--- src/rtl/cc_pkg.sv ---
// Constants, register map and types shared by the capture/compare array.
package cc_pkg;

  // ----------------------------------------------------------------
  // Sizes
  // ----------------------------------------------------------------
  localparam int NUM_MODULES = 3;
  localparam int CNT_W = 16;
  localparam int BYTE_W = 8;
  localparam int ADDR_W = 8;

  // ----------------------------------------------------------------
  // Register map (byte addresses)
  // ----------------------------------------------------------------
  localparam logic [ADDR_W-1:0] ADDR_STATUS = 8'h00;
  localparam logic [ADDR_W-1:0] ADDR_MASK = 8'h04;
  localparam logic [ADDR_W-1:0] ADDR_CONTROL = 8'h08;
  localparam logic [ADDR_W-1:0] ADDR_PIN_STATE = 8'h0C;
  localparam logic [ADDR_W-1:0] ADDR_MOD_BASE = 8'h10;
  localparam logic [ADDR_W-1:0] ADDR_MOD_STRIDE = 8'h10;
  localparam logic [3:0] OFS_MODE = 4'h0;
  localparam logic [3:0] OFS_LOW = 4'h4;
  localparam logic [3:0] OFS_HIGH = 4'h8;

  // ----------------------------------------------------------------
  // Field positions and reset values
  // ----------------------------------------------------------------
  localparam int CTRL_GLOBAL_IRQ_BIT = 0;
  localparam int CTRL_ARRAY_IRQ_BIT = 1;
  localparam logic [BYTE_W-1:0] MODE_RESET = 8'h00;
  localparam logic [CNT_W-1:0] VALUE_RESET = 16'h0000;
  localparam logic [NUM_MODULES-1:0] MASK_RESET = 3'h7;

  // ----------------------------------------------------------------
  // AHB-Lite encodings
  // ----------------------------------------------------------------
  localparam logic [1:0] HTRANS_NONSEQ = 2'h2;
  localparam logic [1:0] HTRANS_SEQ = 2'h3;
  localparam logic HRESP_OKAY = 1'b0;

  // ----------------------------------------------------------------
  // Types
  // ----------------------------------------------------------------
  typedef struct packed {
    logic wide_waveform_select;
    logic comparator_enable;
    logic capture_rising_enable;
    logic capture_falling_enable;
    logic compare_hit_enable;
    logic output_flip_on_hit;
    logic waveform_enable;
    logic module_irq_enable;
  } mode_reg_t;

  typedef enum logic [6:0] {
    MODE_IDLE = 7'b0000001,
    MODE_CAPTURE = 7'b0000010,
    MODE_SW_TIMER = 7'b0000100,
    MODE_HS_OUT = 7'b0001000,
    MODE_FREQ_OUT = 7'b0010000,
    MODE_PWM8 = 7'b0100000,
    MODE_WIDE_WAVEFORM_SELECT = 7'b1000000
  } cc_mode_t;

  // Decodes the operating mode of one module from its mode register.
  function automatic cc_mode_t decode_mode(input mode_reg_t m);
    cc_mode_t r;
    r = MODE_IDLE;
    if (!m.compare_hit_enable && !m.output_flip_on_hit && !m.waveform_enable &&
        (m.capture_rising_enable || m.capture_falling_enable)) begin
      r = MODE_CAPTURE;
    end else if (m.comparator_enable && !m.capture_rising_enable &&
                 !m.capture_falling_enable) begin
      if (m.waveform_enable && m.output_flip_on_hit) begin
        r = MODE_FREQ_OUT;
      end else if (m.waveform_enable) begin
        r = m.wide_waveform_select ? MODE_WIDE_WAVEFORM_SELECT : MODE_PWM8;
      end else if (m.compare_hit_enable && m.output_flip_on_hit) begin
        r = MODE_HS_OUT;
      end else if (m.compare_hit_enable) begin
        r = MODE_SW_TIMER;
      end
    end
    return r;
  endfunction

endpackage

--- src/rtl/pin_level_filter.sv ---
// Qualifies a module pin level held two clocks and flags its edges.
`timescale 1ns/10ps
`default_nettype none
module pin_level_filter
  import cc_pkg::*;
(
  input wire logic sys_clk,
  input wire logic rst,
  input wire logic pin,
  output logic level_q,
  output logic rise_q,
  output logic fall_q
);

  logic sample_q;

  // ----------------------------------------------------------------
  // Level qualification
  // ----------------------------------------------------------------
  // A new level is accepted only after it was seen on two clock edges.
  always_ff @(posedge sys_clk or posedge rst) begin
    if (rst) begin
      sample_q <= 1'b0;
      level_q <= 1'b0;
      rise_q <= 1'b0;
      fall_q <= 1'b0;
    end else begin
      sample_q <= pin;
      rise_q <= 1'b0;
      fall_q <= 1'b0;
      if (pin == sample_q && pin != level_q) begin
        level_q <= pin;
        rise_q <= pin;
        fall_q <= ~pin;
      end
    end
  end

endmodule // pin_level_filter
`default_nettype wire

--- src/rtl/compare_hit_detect.sv ---
// Flags the first cycle of a counter-to-compare match.
`timescale 1ns/10ps
`default_nettype none
module compare_hit_detect
  import cc_pkg::*;
(
  input wire logic sys_clk,
  input wire logic rst,
  input wire logic enable,
  input wire logic [CNT_W-1:0] counter_value,
  input wire logic [CNT_W-1:0] compare_value,
  output logic hit_q
);

  logic equal_q;
  logic equal;

  assign equal = enable && (counter_value == compare_value);

  // ----------------------------------------------------------------
  // Match edge
  // ----------------------------------------------------------------
  // A counter that dwells on the compare value yields one hit only.
  always_ff @(posedge sys_clk or posedge rst) begin
    if (rst) begin
      equal_q <= 1'b0;
      hit_q <= 1'b0;
    end else begin
      equal_q <= equal;
      hit_q <= equal && !equal_q;
    end
  end

endmodule // compare_hit_detect
`default_nettype wire

--- src/rtl/capture_compare_array.sv ---
// Capture/compare modules of the counter array with an AHB-Lite slave.
//
// The register offsets and the AHB-Lite interface to the registers were left to the implementer.
`timescale 1ns/10ps
`default_nettype none
module capture_compare_array
  import cc_pkg::*;
(
  input wire logic sys_clk,
  input wire logic rst,
  input wire logic hsel,
  input wire logic [31:0] haddr,
  input wire logic [1:0] htrans,
  input wire logic hwrite,
  input wire logic [2:0] hsize,
  input wire logic [31:0] hwdata,
  input wire logic hready,
  output logic hreadyout,
  output logic hresp,
  output logic [31:0] hrdata,
  input wire logic [CNT_W-1:0] counter_value,
  input wire logic [NUM_MODULES-1:0] module_io_pin_in,
  output logic [NUM_MODULES-1:0] module_io_pin_out,
  output logic [NUM_MODULES-1:0] module_io_pin_oe_n,
  output logic irq
);

  // ----------------------------------------------------------------
  // Register state
  // ----------------------------------------------------------------
  mode_reg_t module_mode_register_q [NUM_MODULES];
  logic [CNT_W-1:0] capture_value_q [NUM_MODULES];
  logic [NUM_MODULES-1:0] module_event_flag_q;
  logic [NUM_MODULES-1:0] irq_mask_q;
  logic global_irq_enable_q;
  logic counter_array_irq_enable_q;

  // ----------------------------------------------------------------
  // Bus pipeline state
  // ----------------------------------------------------------------
  logic wr_pend_q;
  logic [ADDR_W-1:0] wr_addr_q;
  logic hreadyout_q;
  logic [31:0] hrdata_q;

  // ----------------------------------------------------------------
  // Per-module signals
  // ----------------------------------------------------------------
  cc_mode_t mode [NUM_MODULES];
  logic [NUM_MODULES-1:0] pin_level;
  logic [NUM_MODULES-1:0] pin_rise;
  logic [NUM_MODULES-1:0] pin_fall;
  logic [NUM_MODULES-1:0] hit;
  logic [NUM_MODULES-1:0] capture_event;
  logic [NUM_MODULES-1:0] compare_event;
  logic [NUM_MODULES-1:0] irq_enable_vec;
  logic [NUM_MODULES-1:0] pin_out_q;
  logic [NUM_MODULES-1:0] pin_oe_n_q;
  logic irq_q;

  logic addr_phase;
  logic [NUM_MODULES-1:0] flag_clear;
  logic [NUM_MODULES-1:0] module_request;
  logic [NUM_MODULES-1:0] hs_toggle;
  logic hresp_q;

  // Per-register write strobes, valid in the data phase of a write.
  logic wr_status;
  logic wr_mask;
  logic wr_control;
  logic [NUM_MODULES-1:0] wr_mode;
  logic [NUM_MODULES-1:0] wr_low;
  logic [NUM_MODULES-1:0] wr_high;

  // Address of a given register of module n.
  function automatic logic [ADDR_W-1:0] mod_addr(input int n, input logic [3:0] ofs);
    logic [ADDR_W-1:0] base;
    base = ADDR_MOD_BASE + ADDR_W'(n) * ADDR_MOD_STRIDE;
    return base | {4'h0, ofs};
  endfunction

  // ----------------------------------------------------------------
  // Module datapaths
  // ----------------------------------------------------------------
  for (genvar i = 0; i < NUM_MODULES; i++) begin : g_module
    logic hit_enable;

    // Frequency and waveform modes are decoded but drive no waveform here,
    // so their pins stay with the outside world.
    assign mode[i] = decode_mode(module_mode_register_q[i]);

    pin_level_filter u_filter (
      .sys_clk(sys_clk),
      .rst(rst),
      .pin(module_io_pin_in[i]),
      .level_q(pin_level[i]),
      .rise_q(pin_rise[i]),
      .fall_q(pin_fall[i])
    );

    assign hit_enable = module_mode_register_q[i].comparator_enable &&
                        module_mode_register_q[i].compare_hit_enable &&
                        (mode[i] == MODE_SW_TIMER || mode[i] == MODE_HS_OUT);

    // The comparator watches the value register itself; a half-written
    // value is harmless because the low byte write drops the enable.
    compare_hit_detect u_hit (
      .sys_clk(sys_clk),
      .rst(rst),
      .enable(hit_enable),
      .counter_value(counter_value),
      .compare_value(capture_value_q[i]),
      .hit_q(hit[i])
    );

    // Capture fires on the edge kinds that the mode register selects.
    assign capture_event[i] = (mode[i] == MODE_CAPTURE) &&
      ((module_mode_register_q[i].capture_rising_enable && pin_rise[i]) ||
       (module_mode_register_q[i].capture_falling_enable && pin_fall[i]));

    assign compare_event[i] = hit[i];
    assign irq_enable_vec[i] = module_mode_register_q[i].module_irq_enable;
    assign hs_toggle[i] = (mode[i] == MODE_HS_OUT) && hit[i];
  end

  // ----------------------------------------------------------------
  // Bus slave
  // ----------------------------------------------------------------
  assign addr_phase = hsel && hready && (htrans == HTRANS_NONSEQ || htrans == HTRANS_SEQ);

  // Read data is sampled in the address phase and presented in the data phase.
  function automatic logic [31:0] read_mux(input logic [ADDR_W-1:0] a);
    logic [31:0] r;
    r = 32'h0000_0000;
    case (a)
      ADDR_STATUS: r[NUM_MODULES-1:0] = module_event_flag_q;
      ADDR_MASK: r[NUM_MODULES-1:0] = irq_mask_q;
      ADDR_CONTROL: begin
        r[CTRL_GLOBAL_IRQ_BIT] = global_irq_enable_q;
        r[CTRL_ARRAY_IRQ_BIT] = counter_array_irq_enable_q;
      end
      ADDR_PIN_STATE: r[NUM_MODULES-1:0] = pin_level;
      default: begin
        for (int n = 0; n < NUM_MODULES; n++) begin
          if (a == mod_addr(n, OFS_MODE)) begin
            r[BYTE_W-1:0] = module_mode_register_q[n];
          end
          if (a == mod_addr(n, OFS_LOW)) begin
            r[BYTE_W-1:0] = capture_value_q[n][BYTE_W-1:0];
          end
          if (a == mod_addr(n, OFS_HIGH)) begin
            r[BYTE_W-1:0] = capture_value_q[n][CNT_W-1:BYTE_W];
          end
        end
      end
    endcase
    return r;
  endfunction

  always_ff @(posedge sys_clk or posedge rst) begin
    if (rst) begin
      wr_pend_q <= 1'b0;
      wr_addr_q <= 8'h00;
      hrdata_q <= 32'h0000_0000;
      hreadyout_q <= 1'b0;
    end else begin
      // The slave never stalls; ready is low only in reset and until the first clock edge after it.
      hreadyout_q <= 1'b1;
      wr_pend_q <= addr_phase && hwrite;
      if (addr_phase) begin
        wr_addr_q <= haddr[ADDR_W-1:0];
      end
      if (addr_phase && !hwrite) begin
        hrdata_q <= read_mux(haddr[ADDR_W-1:0]);
      end
    end
  end

  // ----------------------------------------------------------------
  // Bus response
  // ----------------------------------------------------------------
  // The response is registered so that every bus output leaves a flop.
  always_ff @(posedge sys_clk or posedge rst) begin
    if (rst) begin
      hresp_q <= HRESP_OKAY;
    end else begin
      hresp_q <= HRESP_OKAY;
    end
  end

  // ----------------------------------------------------------------
  // Write strobes
  // ----------------------------------------------------------------
  // A read right behind a write still sees the old value, since read
  // data is taken in the address phase and writes land in the data phase.
  always_comb begin
    wr_status = wr_pend_q && (wr_addr_q == ADDR_STATUS);
    wr_mask = wr_pend_q && (wr_addr_q == ADDR_MASK);
    wr_control = wr_pend_q && (wr_addr_q == ADDR_CONTROL);
    for (int n = 0; n < NUM_MODULES; n++) begin
      wr_mode[n] = wr_pend_q && (wr_addr_q == mod_addr(n, OFS_MODE));
      wr_low[n] = wr_pend_q && (wr_addr_q == mod_addr(n, OFS_LOW));
      wr_high[n] = wr_pend_q && (wr_addr_q == mod_addr(n, OFS_HIGH));
    end
  end

  // ----------------------------------------------------------------
  // Control registers
  // ----------------------------------------------------------------
  always_ff @(posedge sys_clk or posedge rst) begin
    if (rst) begin
      irq_mask_q <= MASK_RESET;
      global_irq_enable_q <= 1'b0;
      counter_array_irq_enable_q <= 1'b0;
    end else begin
      if (wr_mask) begin
        irq_mask_q <= hwdata[NUM_MODULES-1:0];
      end
      if (wr_control) begin
        global_irq_enable_q <= hwdata[CTRL_GLOBAL_IRQ_BIT];
        counter_array_irq_enable_q <= hwdata[CTRL_ARRAY_IRQ_BIT];
      end
    end
  end

  // Mode registers; compare byte writes also steer the comparator enable.
  always_ff @(posedge sys_clk or posedge rst) begin
    if (rst) begin
      for (int n = 0; n < NUM_MODULES; n++) begin
        module_mode_register_q[n] <= MODE_RESET;
      end
    end else if (wr_pend_q) begin
      for (int n = 0; n < NUM_MODULES; n++) begin
        if (wr_mode[n]) begin
          module_mode_register_q[n] <= hwdata[BYTE_W-1:0];
        end
        if (wr_low[n]) begin
          module_mode_register_q[n].comparator_enable <= 1'b0;
        end
        if (wr_high[n]) begin
          module_mode_register_q[n].comparator_enable <= 1'b1;
        end
      end
    end
  end

  // ----------------------------------------------------------------
  // Capture/compare value registers
  // ----------------------------------------------------------------
  // A hardware capture wins over a software byte write in the same cycle.
  always_ff @(posedge sys_clk or posedge rst) begin
    if (rst) begin
      for (int n = 0; n < NUM_MODULES; n++) begin
        capture_value_q[n] <= VALUE_RESET;
      end
    end else begin
      for (int n = 0; n < NUM_MODULES; n++) begin
        if (capture_event[n]) begin
          capture_value_q[n] <= counter_value;
        end else if (wr_low[n]) begin
          capture_value_q[n][BYTE_W-1:0] <= hwdata[BYTE_W-1:0];
        end else if (wr_high[n]) begin
          capture_value_q[n][CNT_W-1:BYTE_W] <= hwdata[BYTE_W-1:0];
        end
      end
    end
  end

  // ----------------------------------------------------------------
  // Event flags
  // ----------------------------------------------------------------
  assign flag_clear = wr_status ?
                      hwdata[NUM_MODULES-1:0] : '0;

  // Flags are sticky; a new event beats a write-one clear.
  always_ff @(posedge sys_clk or posedge rst) begin
    if (rst) begin
      module_event_flag_q <= '0;
    end else begin
      module_event_flag_q <= (capture_event | compare_event) |
                             (module_event_flag_q & ~flag_clear);
    end
  end

  // ----------------------------------------------------------------
  // Interrupt output
  // ----------------------------------------------------------------
  // A module asks for service while its flag, enable and mask bit are all set.
  assign module_request = module_event_flag_q & irq_enable_vec & irq_mask_q;

  always_ff @(posedge sys_clk or posedge rst) begin
    if (rst) begin
      irq_q <= 1'b0;
    end else begin
      irq_q <= global_irq_enable_q && counter_array_irq_enable_q &&
               |module_request;
    end
  end

  // ----------------------------------------------------------------
  // Module pins
  // ----------------------------------------------------------------
  // Only high-speed output drives its pin here; other modes leave it free.
  // The enable follows the decoded mode one clock late, so a newly entered
  // mode takes the pin over from the next cycle.
  always_ff @(posedge sys_clk or posedge rst) begin
    if (rst) begin
      pin_out_q <= '0;
      pin_oe_n_q <= '1;
    end else begin
      for (int n = 0; n < NUM_MODULES; n++) begin
        pin_oe_n_q[n] <= (mode[n] != MODE_HS_OUT);
        if (hs_toggle[n]) begin
          pin_out_q[n] <= ~pin_out_q[n];
        end
      end
    end
  end

  assign hreadyout = hreadyout_q;
  assign hresp = hresp_q;
  assign hrdata = hrdata_q;
  assign module_io_pin_out = pin_out_q;
  assign module_io_pin_oe_n = pin_oe_n_q;
  assign irq = irq_q;

endmodule // capture_compare_array
`default_nettype wire

--- config.mk ---
export PLATFORM = sky130hd
export DESIGN_NAME = capture_compare_array
export DESIGN_NICKNAME = d
export VERILOG_FILES = /design/src/rtl/cc_pkg.sv /design/src/rtl/pin_level_filter.sv /design/src/rtl/compare_hit_detect.sv /design/src/rtl/capture_compare_array.sv
export SDC_FILE = /design/constraint.sdc
export NUM_CORES = 1
export LEC_CHECK = 0
export BUFFER_PORTS_ARGS = -buffer_cell sky130_fd_sc_hd__buf_2
export CORE_ASPECT_RATIO = 1.1
export CORE_MARGIN = 4
export CORE_UTILIZATION = 45
export CTS_CLUSTER_SIZE = 20
export DETAILED_ROUTE_END_ITERATION = 6
export PLACE_DENSITY = 0.73
export SLEW_MARGIN = 10
export SYNTH_ARGS = -nofsm -noshare
export SYNTH_HDL_FRONTEND = slang
export SYNTH_SLANG_ARGS = --single-unit
export TNS_END_PERCENT = 30
--- constraint.sdc ---
create_clock -name sys_clk -period 7.2 [get_ports sys_clk]
set_input_delay 0.72 -clock sys_clk [delete_from_list [all_inputs] [get_ports sys_clk]]
set_output_delay 0.72 -clock sys_clk [all_outputs]
set_load 0.01 [all_outputs]
==> impl_metrics.json, run 1 <==
{
  "dieArea_mm2": 0.0175,
  "cts_resized": 0,
  "synthCells": 716,
  "ant_nets": 0,
  "path_buf_inv": 1,
  "wirelength_mm": 19.3,
  "worst-path-max-fanout": 34,
  "r2r_setup_slack_ns": 5.03,
  "status": "finished, final reports clean",
  "hold_depth": 1,
  "hold_viol_final": 0,
  "wl_per_cell_um": 20.4,
  "hpwlAfterDp_mm": 13.7,
  "cts_made_buffers": 17,
  "synth.lib_cells_used.distinct": 69,
  "yosys_warnings": 0,
  "fmax_ghz": 0.360,
  "dr.pass1.iters": 5,
  "setup_viol": 0,
  "layout_commonest_cell": "dfrtp_1",
  "globalRoute.busiestLayer": "met2",
  "maxCapViolCount": 0,
  "gr-total-overflow": 0,
  "p_sw_uw": 583,
  "crit-reg2reg-launch": "wr_addr_q[4]$_DFFE_PP0P_",
  "htreeDepth": 4,
  "slew_viol_final": 0,
  "ir_worst_vdd_mv": 0.171,
  "num_antenna_cells": 0,
  "layout-area-overhead-vs-synth_pct": 11.7,
  "clock_sinks": 123,
  "coreArea_mm2": 0.0151,
  "final_cell_area_mm2": 0.00778,
  "power_switching_share_pct": 28.1,
  "grt_pass1_vias": 5257,
  "skew_ns": 0.00621,
  "synth_ff_type": "dfrtp_1",
  "min_to": "g_module[2].u_hit.hit_q$_DFF_PP0_",
  "drc": 0,
  "stdcell_count": 945,
  "p_per_area_mw_per_mm2": 267,
  "whs_ns": 0.403,
  "p_int_mw": 1.49,
  "die_x_um": 127,
  "grt_start_max_net_pins": 64,
  "cts_root_buf": "clkbuf_16",
  "hold_buffers": 0,
  "grt.met2_usage_pct": 34.9,
  "p_leak_nw": 3.46,
  "post-route-period-util_pct": 38.5,
  "max-slew-margin-rel_pct": 28.4,
  "p_seq_share_pct": 43.0,
  "r2r_end": "capture_value_q[25]$_DFFE_PP0P_",
  "cp_top_family": "simple AND/OR/NAND/NOR gates",
  "ios": 134,
  "period_minus_slack_ns": 2.77,
  "ys_seq_area_share_pct": 44.3,
  "min_from": "g_module[2].u_hit.equal_q$_DFF_PP0_",
  "worstHoldPathType": "reg -> reg",
  "dpl.cell_count": 913,
  "die_y_um": 139,
  "synth_area_per_cell_um2": 9.73,
  "reg2reg_depth": 5,
  "drive_gt1_share_pct": 19.4,
  "path_cells": "buf_2 -> nor2b_1 -> nand3_1 -> a311oi_1 -> a31oi_1 -> a221oi_1",
  "critPathMaxStageDelay_ns": 0.82,
  "cp.arrival_ns": 3.09,
  "required_ns": 7.52,
  "grt_pass1_wl_mm": 29.9,
  "grt.met3_usage_pct": 5.83,
  "clock_latency_ns": 0.42,
  "cts.path.max_buffers": 2,
  "vias": 5529,
  "rsz0062_at_grt": "no",
  "netlist_area_mm2": 0.00697,
  "layout_common_cells": "117 x dfrtp_1, 75 x nor2_1, 61 x a21oi_1",
  "critical_path.slowest_cell": "nor2b_1",
  "worstMarginPinSlew_ns": 1.07,
  "path_clk_slew_ns": 0.06,
  "start_kind": "primary input",
  "placed_area_mm2": 0.00717,
  "cts_tree": "yes",
  "timing.setup.tns_ns": 0,
  "grt.met1_usage_pct": 29.3,
  "start_util_pct": 46.1,
  "via_per_inst": 5.85,
  "ys_ff_latch": 123,
  "synth_edf_count": 0,
  "portBuffers": 56,
  "place_congestion": 0.943,
  "grt_util_all_layers_pct": 22.2,
  "synthArstFlopShare_pct": 100,
  "antenna_found_initial": 0,
  "rows": 47,
  "combPwrFrac_pct": 14.4,
  "first_iter_violations": 503,
  "end_kind": "flop",
  "critPathKind": "in -> reg",
  "post_cts_buffers": 0,
  "final_util_pct": 51.5,
  "nNetsFinal": 829,
  "clock_power_share_pct": 42.5
}
[flip-flops by register name, summed over array words and instances, names as in the netlist]
register / count
capture_value_q: 48
module_event_flag_q: 3
g_module.u_hit.hit_q: 3
irq_mask_q: 3
g_module.u_filter.rise_q: 3
g_module.u_filter.sample_q: 3
irq: 1
hreadyout: 1
wr_pend_q: 1
module_io_pin_out: 3
module_io_pin_oe_n: 3
g_module.u_hit.equal_q: 3
irq_enable_vec: 3
hrdata: 8
global_irq_enable_q: 1
module_mode_register_q: 21
g_module.u_filter.fall_q: 3
g_module.u_filter.level_q: 3
counter_array_irq_enable_q: 1
wr_addr_q: 8
[final cells by class]
class / instances / area (um2)
inverters: 11 / 43.8
fillers: 1323 / 7330
flip-flops and latches: 123 / 3090
clock inverters: 11 / 143
multi-input cells: 525 / 3500
repair buffers: 58 / 295
clock buffers: 21 / 470
well taps: 196 / 245
[cell usage after synthesis (all sizes together) (7+ instances only)]
cell type | instances | area share (%)
xor2 | 35 | 4.4
a21oi | 61 | 4.4
nand3 | 22 | 1.6
clkbuf | 41 | 2.2
nand2 | 40 | 2.2
nor3 | 9 | 0.65
inv | 10 | 0.54
buf | 40 | 4.1
mux2i | 58 | 8.3
o22ai | 9 | 0.90
nor2 | 79 | 4.5
a31oi | 7 | 0.63
mux2 | 33 | 5.3
o21ai | 25 | 1.8
xnor2 | 16 | 2.0
dfrtp | 117 | 42
nor4 | 13 | 1.2
[how the worst max path moves through the flow]
stage	from	endpoint	slack (ns)	cells past startpoint
floorplan	rst	capture_value_q[0]$_DFFE_PP0P_	3.22	1
global placement	haddr[2]	hrdata[1]$_DFFE_PP0P_	4.09	6
detailed placement	haddr[2]	hrdata[1]$_DFFE_PP0P_	4.07	6
CTS	haddr[2]	hrdata[1]$_DFFE_PP0P_	4.52	6
global route	haddr[2]	hrdata[1]$_DFFE_PP0P_	4.28	6
finish	haddr[2]	hrdata[1]$_DFFE_PP0P_	4.43	6
[layer usage]
| metal | wire length (um) | share of wire, % |
|---|---|---|
| met1 | 7960 | 41 |
| met2 | 9230 | 48 |
| met3 | 1510 | 7.8 |
| met4 | 603 | 3.1 |
| met5 | 0 | 0 |
[kinds of logic after synthesis]
kind of cell           after synthesis  share of synthesized area (%)
flip-flops                         123                           44.3
AO/OA/AOI/OAI                      145                           13.1
buffers and inverters               92                           6.91
other                                2                          0.108
AND/OR/NAND/NOR                    211                           15.2
XOR/XNOR                            51                           6.41
multiplexers                        92                           14.0
[power by group through the flow]
| stage | clock network (mW) | registers (mW) | logic [mW] |
|---|---|---|---|
| floorplan | 0 | 0.865 | 0.242 |
| global placement | 0 | 0.897 | 0.290 |
| detailed placement | 0 | 0.900 | 0.297 |
| CTS | 0.890 | 0.889 | 0.299 |
| global route | 0.916 | 0.904 | 0.333 |
| finish | 0.883 | 0.893 | 0.300 |
[stage by stage]
step           power, mW  worst slack, ns
4_1_cts             2.08             4.52
6_report            2.08             4.43
3_3_place_gp        1.19             4.09
2_1_floorplan       1.11             3.22
5_1_grt             2.15             4.28
3_5_place_dp        1.20             4.07
(Power assumes the default switching activity.)
==> run 2, diff against run 1 <==
--- a/config.mk
+++ b/config.mk
@@ -11,7 +11,7 @@
 export CORE_UTILIZATION = 45
 export CTS_CLUSTER_SIZE = 20
 export DETAILED_ROUTE_END_ITERATION = 6
-export PLACE_DENSITY = 0.73
+export PLACE_DENSITY = 0.76
 export SLEW_MARGIN = 10
 export SYNTH_ARGS = -nofsm -noshare
 export SYNTH_HDL_FRONTEND = slang
==> constraint.sdc (replaced) <==
create_clock -name sys_clk -period 2.3 [get_ports sys_clk]
set_input_delay 0.23 -clock sys_clk [delete_from_list [all_inputs] [get_ports sys_clk]]
set_output_delay 0.23 -clock sys_clk [all_outputs]
set_load 0.01 [all_outputs]
==> run 2 against run 1 <==
Effect of this change: register-to-register slack worse by 4.7 ns; clock power rose to 3.0 times the previous value; die area unchanged; sequential share of layout area down 1.0 points; hold slack worse by 0.36 ns; sequential power rose to 3.1 times the previous value; critical path depth down 2.
==> impl_metrics.json, run 2 (synthesis gave the netlist of run 1 again) <==
{
  "status": "finished, final reports clean",
  "htreeDepth": 4,
  "num_antenna_cells": 0,
  "layout_common_cells": "117 x dfrtp_1, 75 x nor2_1, 61 x a21oi_1",
  "ios": 134,
  "period_minus_slack_ns": 1.95,
  "grt_pass1_wl_mm": 31.9,
  "first_iter_violations": 516,
  "vias": 5713,
  "ant_nets": 0,
  "num-fill-cells": 1358,
  "reg2reg_depth": 4,
  "path_clk_slew_ns": 0.06,
  "min_to": "wr_pend_q$_DFF_PP0_",
  "grt_pass1_vias": 5569,
  "hold_buffers": 4,
  "ir_worst_vdd_mv": 0.548,
  "multi_input_area_mm2": 0.00350,
  "cts_tree": "yes",
  "slew_viol_final": 0,
  "fmax_ghz": 0.513,
  "post_cts_buffers": 0,
  "timing.setup.tns_ns": 0,
  "layout-area-overhead-vs-synth_pct": 14.6,
  "worstHoldPathType": "in -> reg",
  "end_kind": "flop",
  "reg.largest.list": "capture_value_q (48), module_mode_register_q (21)",
  "cts_root_buf": "clkbuf_16",
  "place_congestion": 0.975,
  "gr-total-overflow": 0,
  "rows": 47,
  "wl_per_cell_um": 20.8,
  "worst-path-max-fanout": 8,
  "regArea_mm2": 0.00309,
  "clock_sinks": 123,
  "cts.path.max_buffers": 2,
  "start_util_pct": 46.1,
  "dieArea_mm2": 0.0175,
  "final_util_pct": 52.8,
  "cp.arrival_ns": 2.26,
  "grt_util_all_layers_pct": 23.5,
  "hold_depth": 3,
  "start_kind": "flop",
  "nNetsFinal": 855,
  "coreArea_mm2": 0.0151,
  "cts_resized": 0,
  "crit-reg2reg-launch": "wr_addr_q[3]$_DFFE_PP0P_",
  "dr.pass1.iters": 5,
  "antenna_found_initial": 0,
  "max-slew-margin-rel_pct": 62.2,
  "required_ns": 2.61,
  "critPathKind": "reg -> reg",
  "p_leak_nw": 3.57,
  "die_x_um": 127,
  "maxCapViolCount": 0,
  "post-route-period-util_pct": 84.8,
  "worstMarginPinSlew_ns": 0.564,
  "p_per_area_mw_per_mm2": 805,
  "min_from": "hwrite",
  "r2r_end": "module_mode_register_q[18]$_DFFE_PP0P_",
  "cts_made_buffers": 17,
  "via_per_inst": 5.88,
  "largest_reg_flops": 48,
  "skew_ns": 0.00752,
  "layout_commonest_cell": "dfrtp_1",
  "wirelength_mm": 20.2,
  "portBuffers": 56,
  "top_register": "capture_value_q",
  "drc": 0,
  "rsz0062_at_grt": "no",
  "grt_start_max_net_pins": 60,
  "drive_gt1_share_pct": 21.5,
  "die_y_um": 139,
  "r2r_setup_slack_ns": 0.35,
  "setup_viol": 0,
  "hold_viol_final": 0,
  "hpwlAfterDp_mm": 14.6,
  "clock_latency_ns": 0.43
}
[run 2: where the power goes]
part	switching [mW]	internal (mW)	total (mW)
sequential	0.355	2.46	2.81
clock	1.01	1.62	2.63
combinational	0.527	0.456	0.983
total	1.89	4.54	6.43
[run 2: routing by layer]
layer  GRT usage, %  vias to the layer above  part of all wire [%]
met1           32.1                     2801                    41
met5              0                        -                     0
met2           37.8                      274                    48
met4           9.15                        0                   3.3
li1               -                     2586                     -
met3           3.40                       52                   7.4
[run 2: worst max path at each step]
stage                                   from                                     end  slack, ns  cells past startpoint
floorplan                                rst          capture_value_q[0]$_DFFE_PP0P_       0.56                      1
detailed placement                  haddr[5]                   hrdata[2]$_DFFE_PP0P_       0.27                      6
CTS                 wr_addr_q[3]$_DFFE_PP0P_  module_mode_register_q[18]$_DFFE_PP0P_       0.36                      4
global placement                    haddr[5]                   hrdata[2]$_DFFE_PP0P_       0.34                      6
global route        wr_addr_q[3]$_DFFE_PP0P_         capture_value_q[38]$_DFFE_PP0P_       0.23                      5
finish              wr_addr_q[3]$_DFFE_PP0P_  module_mode_register_q[18]$_DFFE_PP0P_       0.35                      4
[run 2: stage by stage]
step	setup slack [ns]	instance area (um2)	instances	hold slack (ns)	power, mW
2_1_floorplan	0.564	7060	740	0.261	3.47
3_3_place_gp	0.336	7360	935	0.316	3.75
3_5_place_dp	0.273	7360	935	0.314	3.79
4_1_cts	0.363	7990	971	0.0238	6.45
5_1_grt	0.229	7990	971	0.0383	6.70
6_report	0.350	7990	971	0.0384	6.43
[run 2: final cells by class]
type                    count  share of cell area (%)
multi-input cells         525                    43.8
flip-flops and latches    123                    38.6
repair buffers             84                    6.58
clock buffers              19                    5.55
well taps                 196                    3.07
clock inverters            13                    1.79
inverters                  11                   0.564
[run 2: critical path, stage by stage, from the launching register on]
cell and delay [ns]:
dfrtp_1 0.43, nor3_1 0.43, nand2b_1 0.15, nor2_2 0.42
mux2_2 0.40
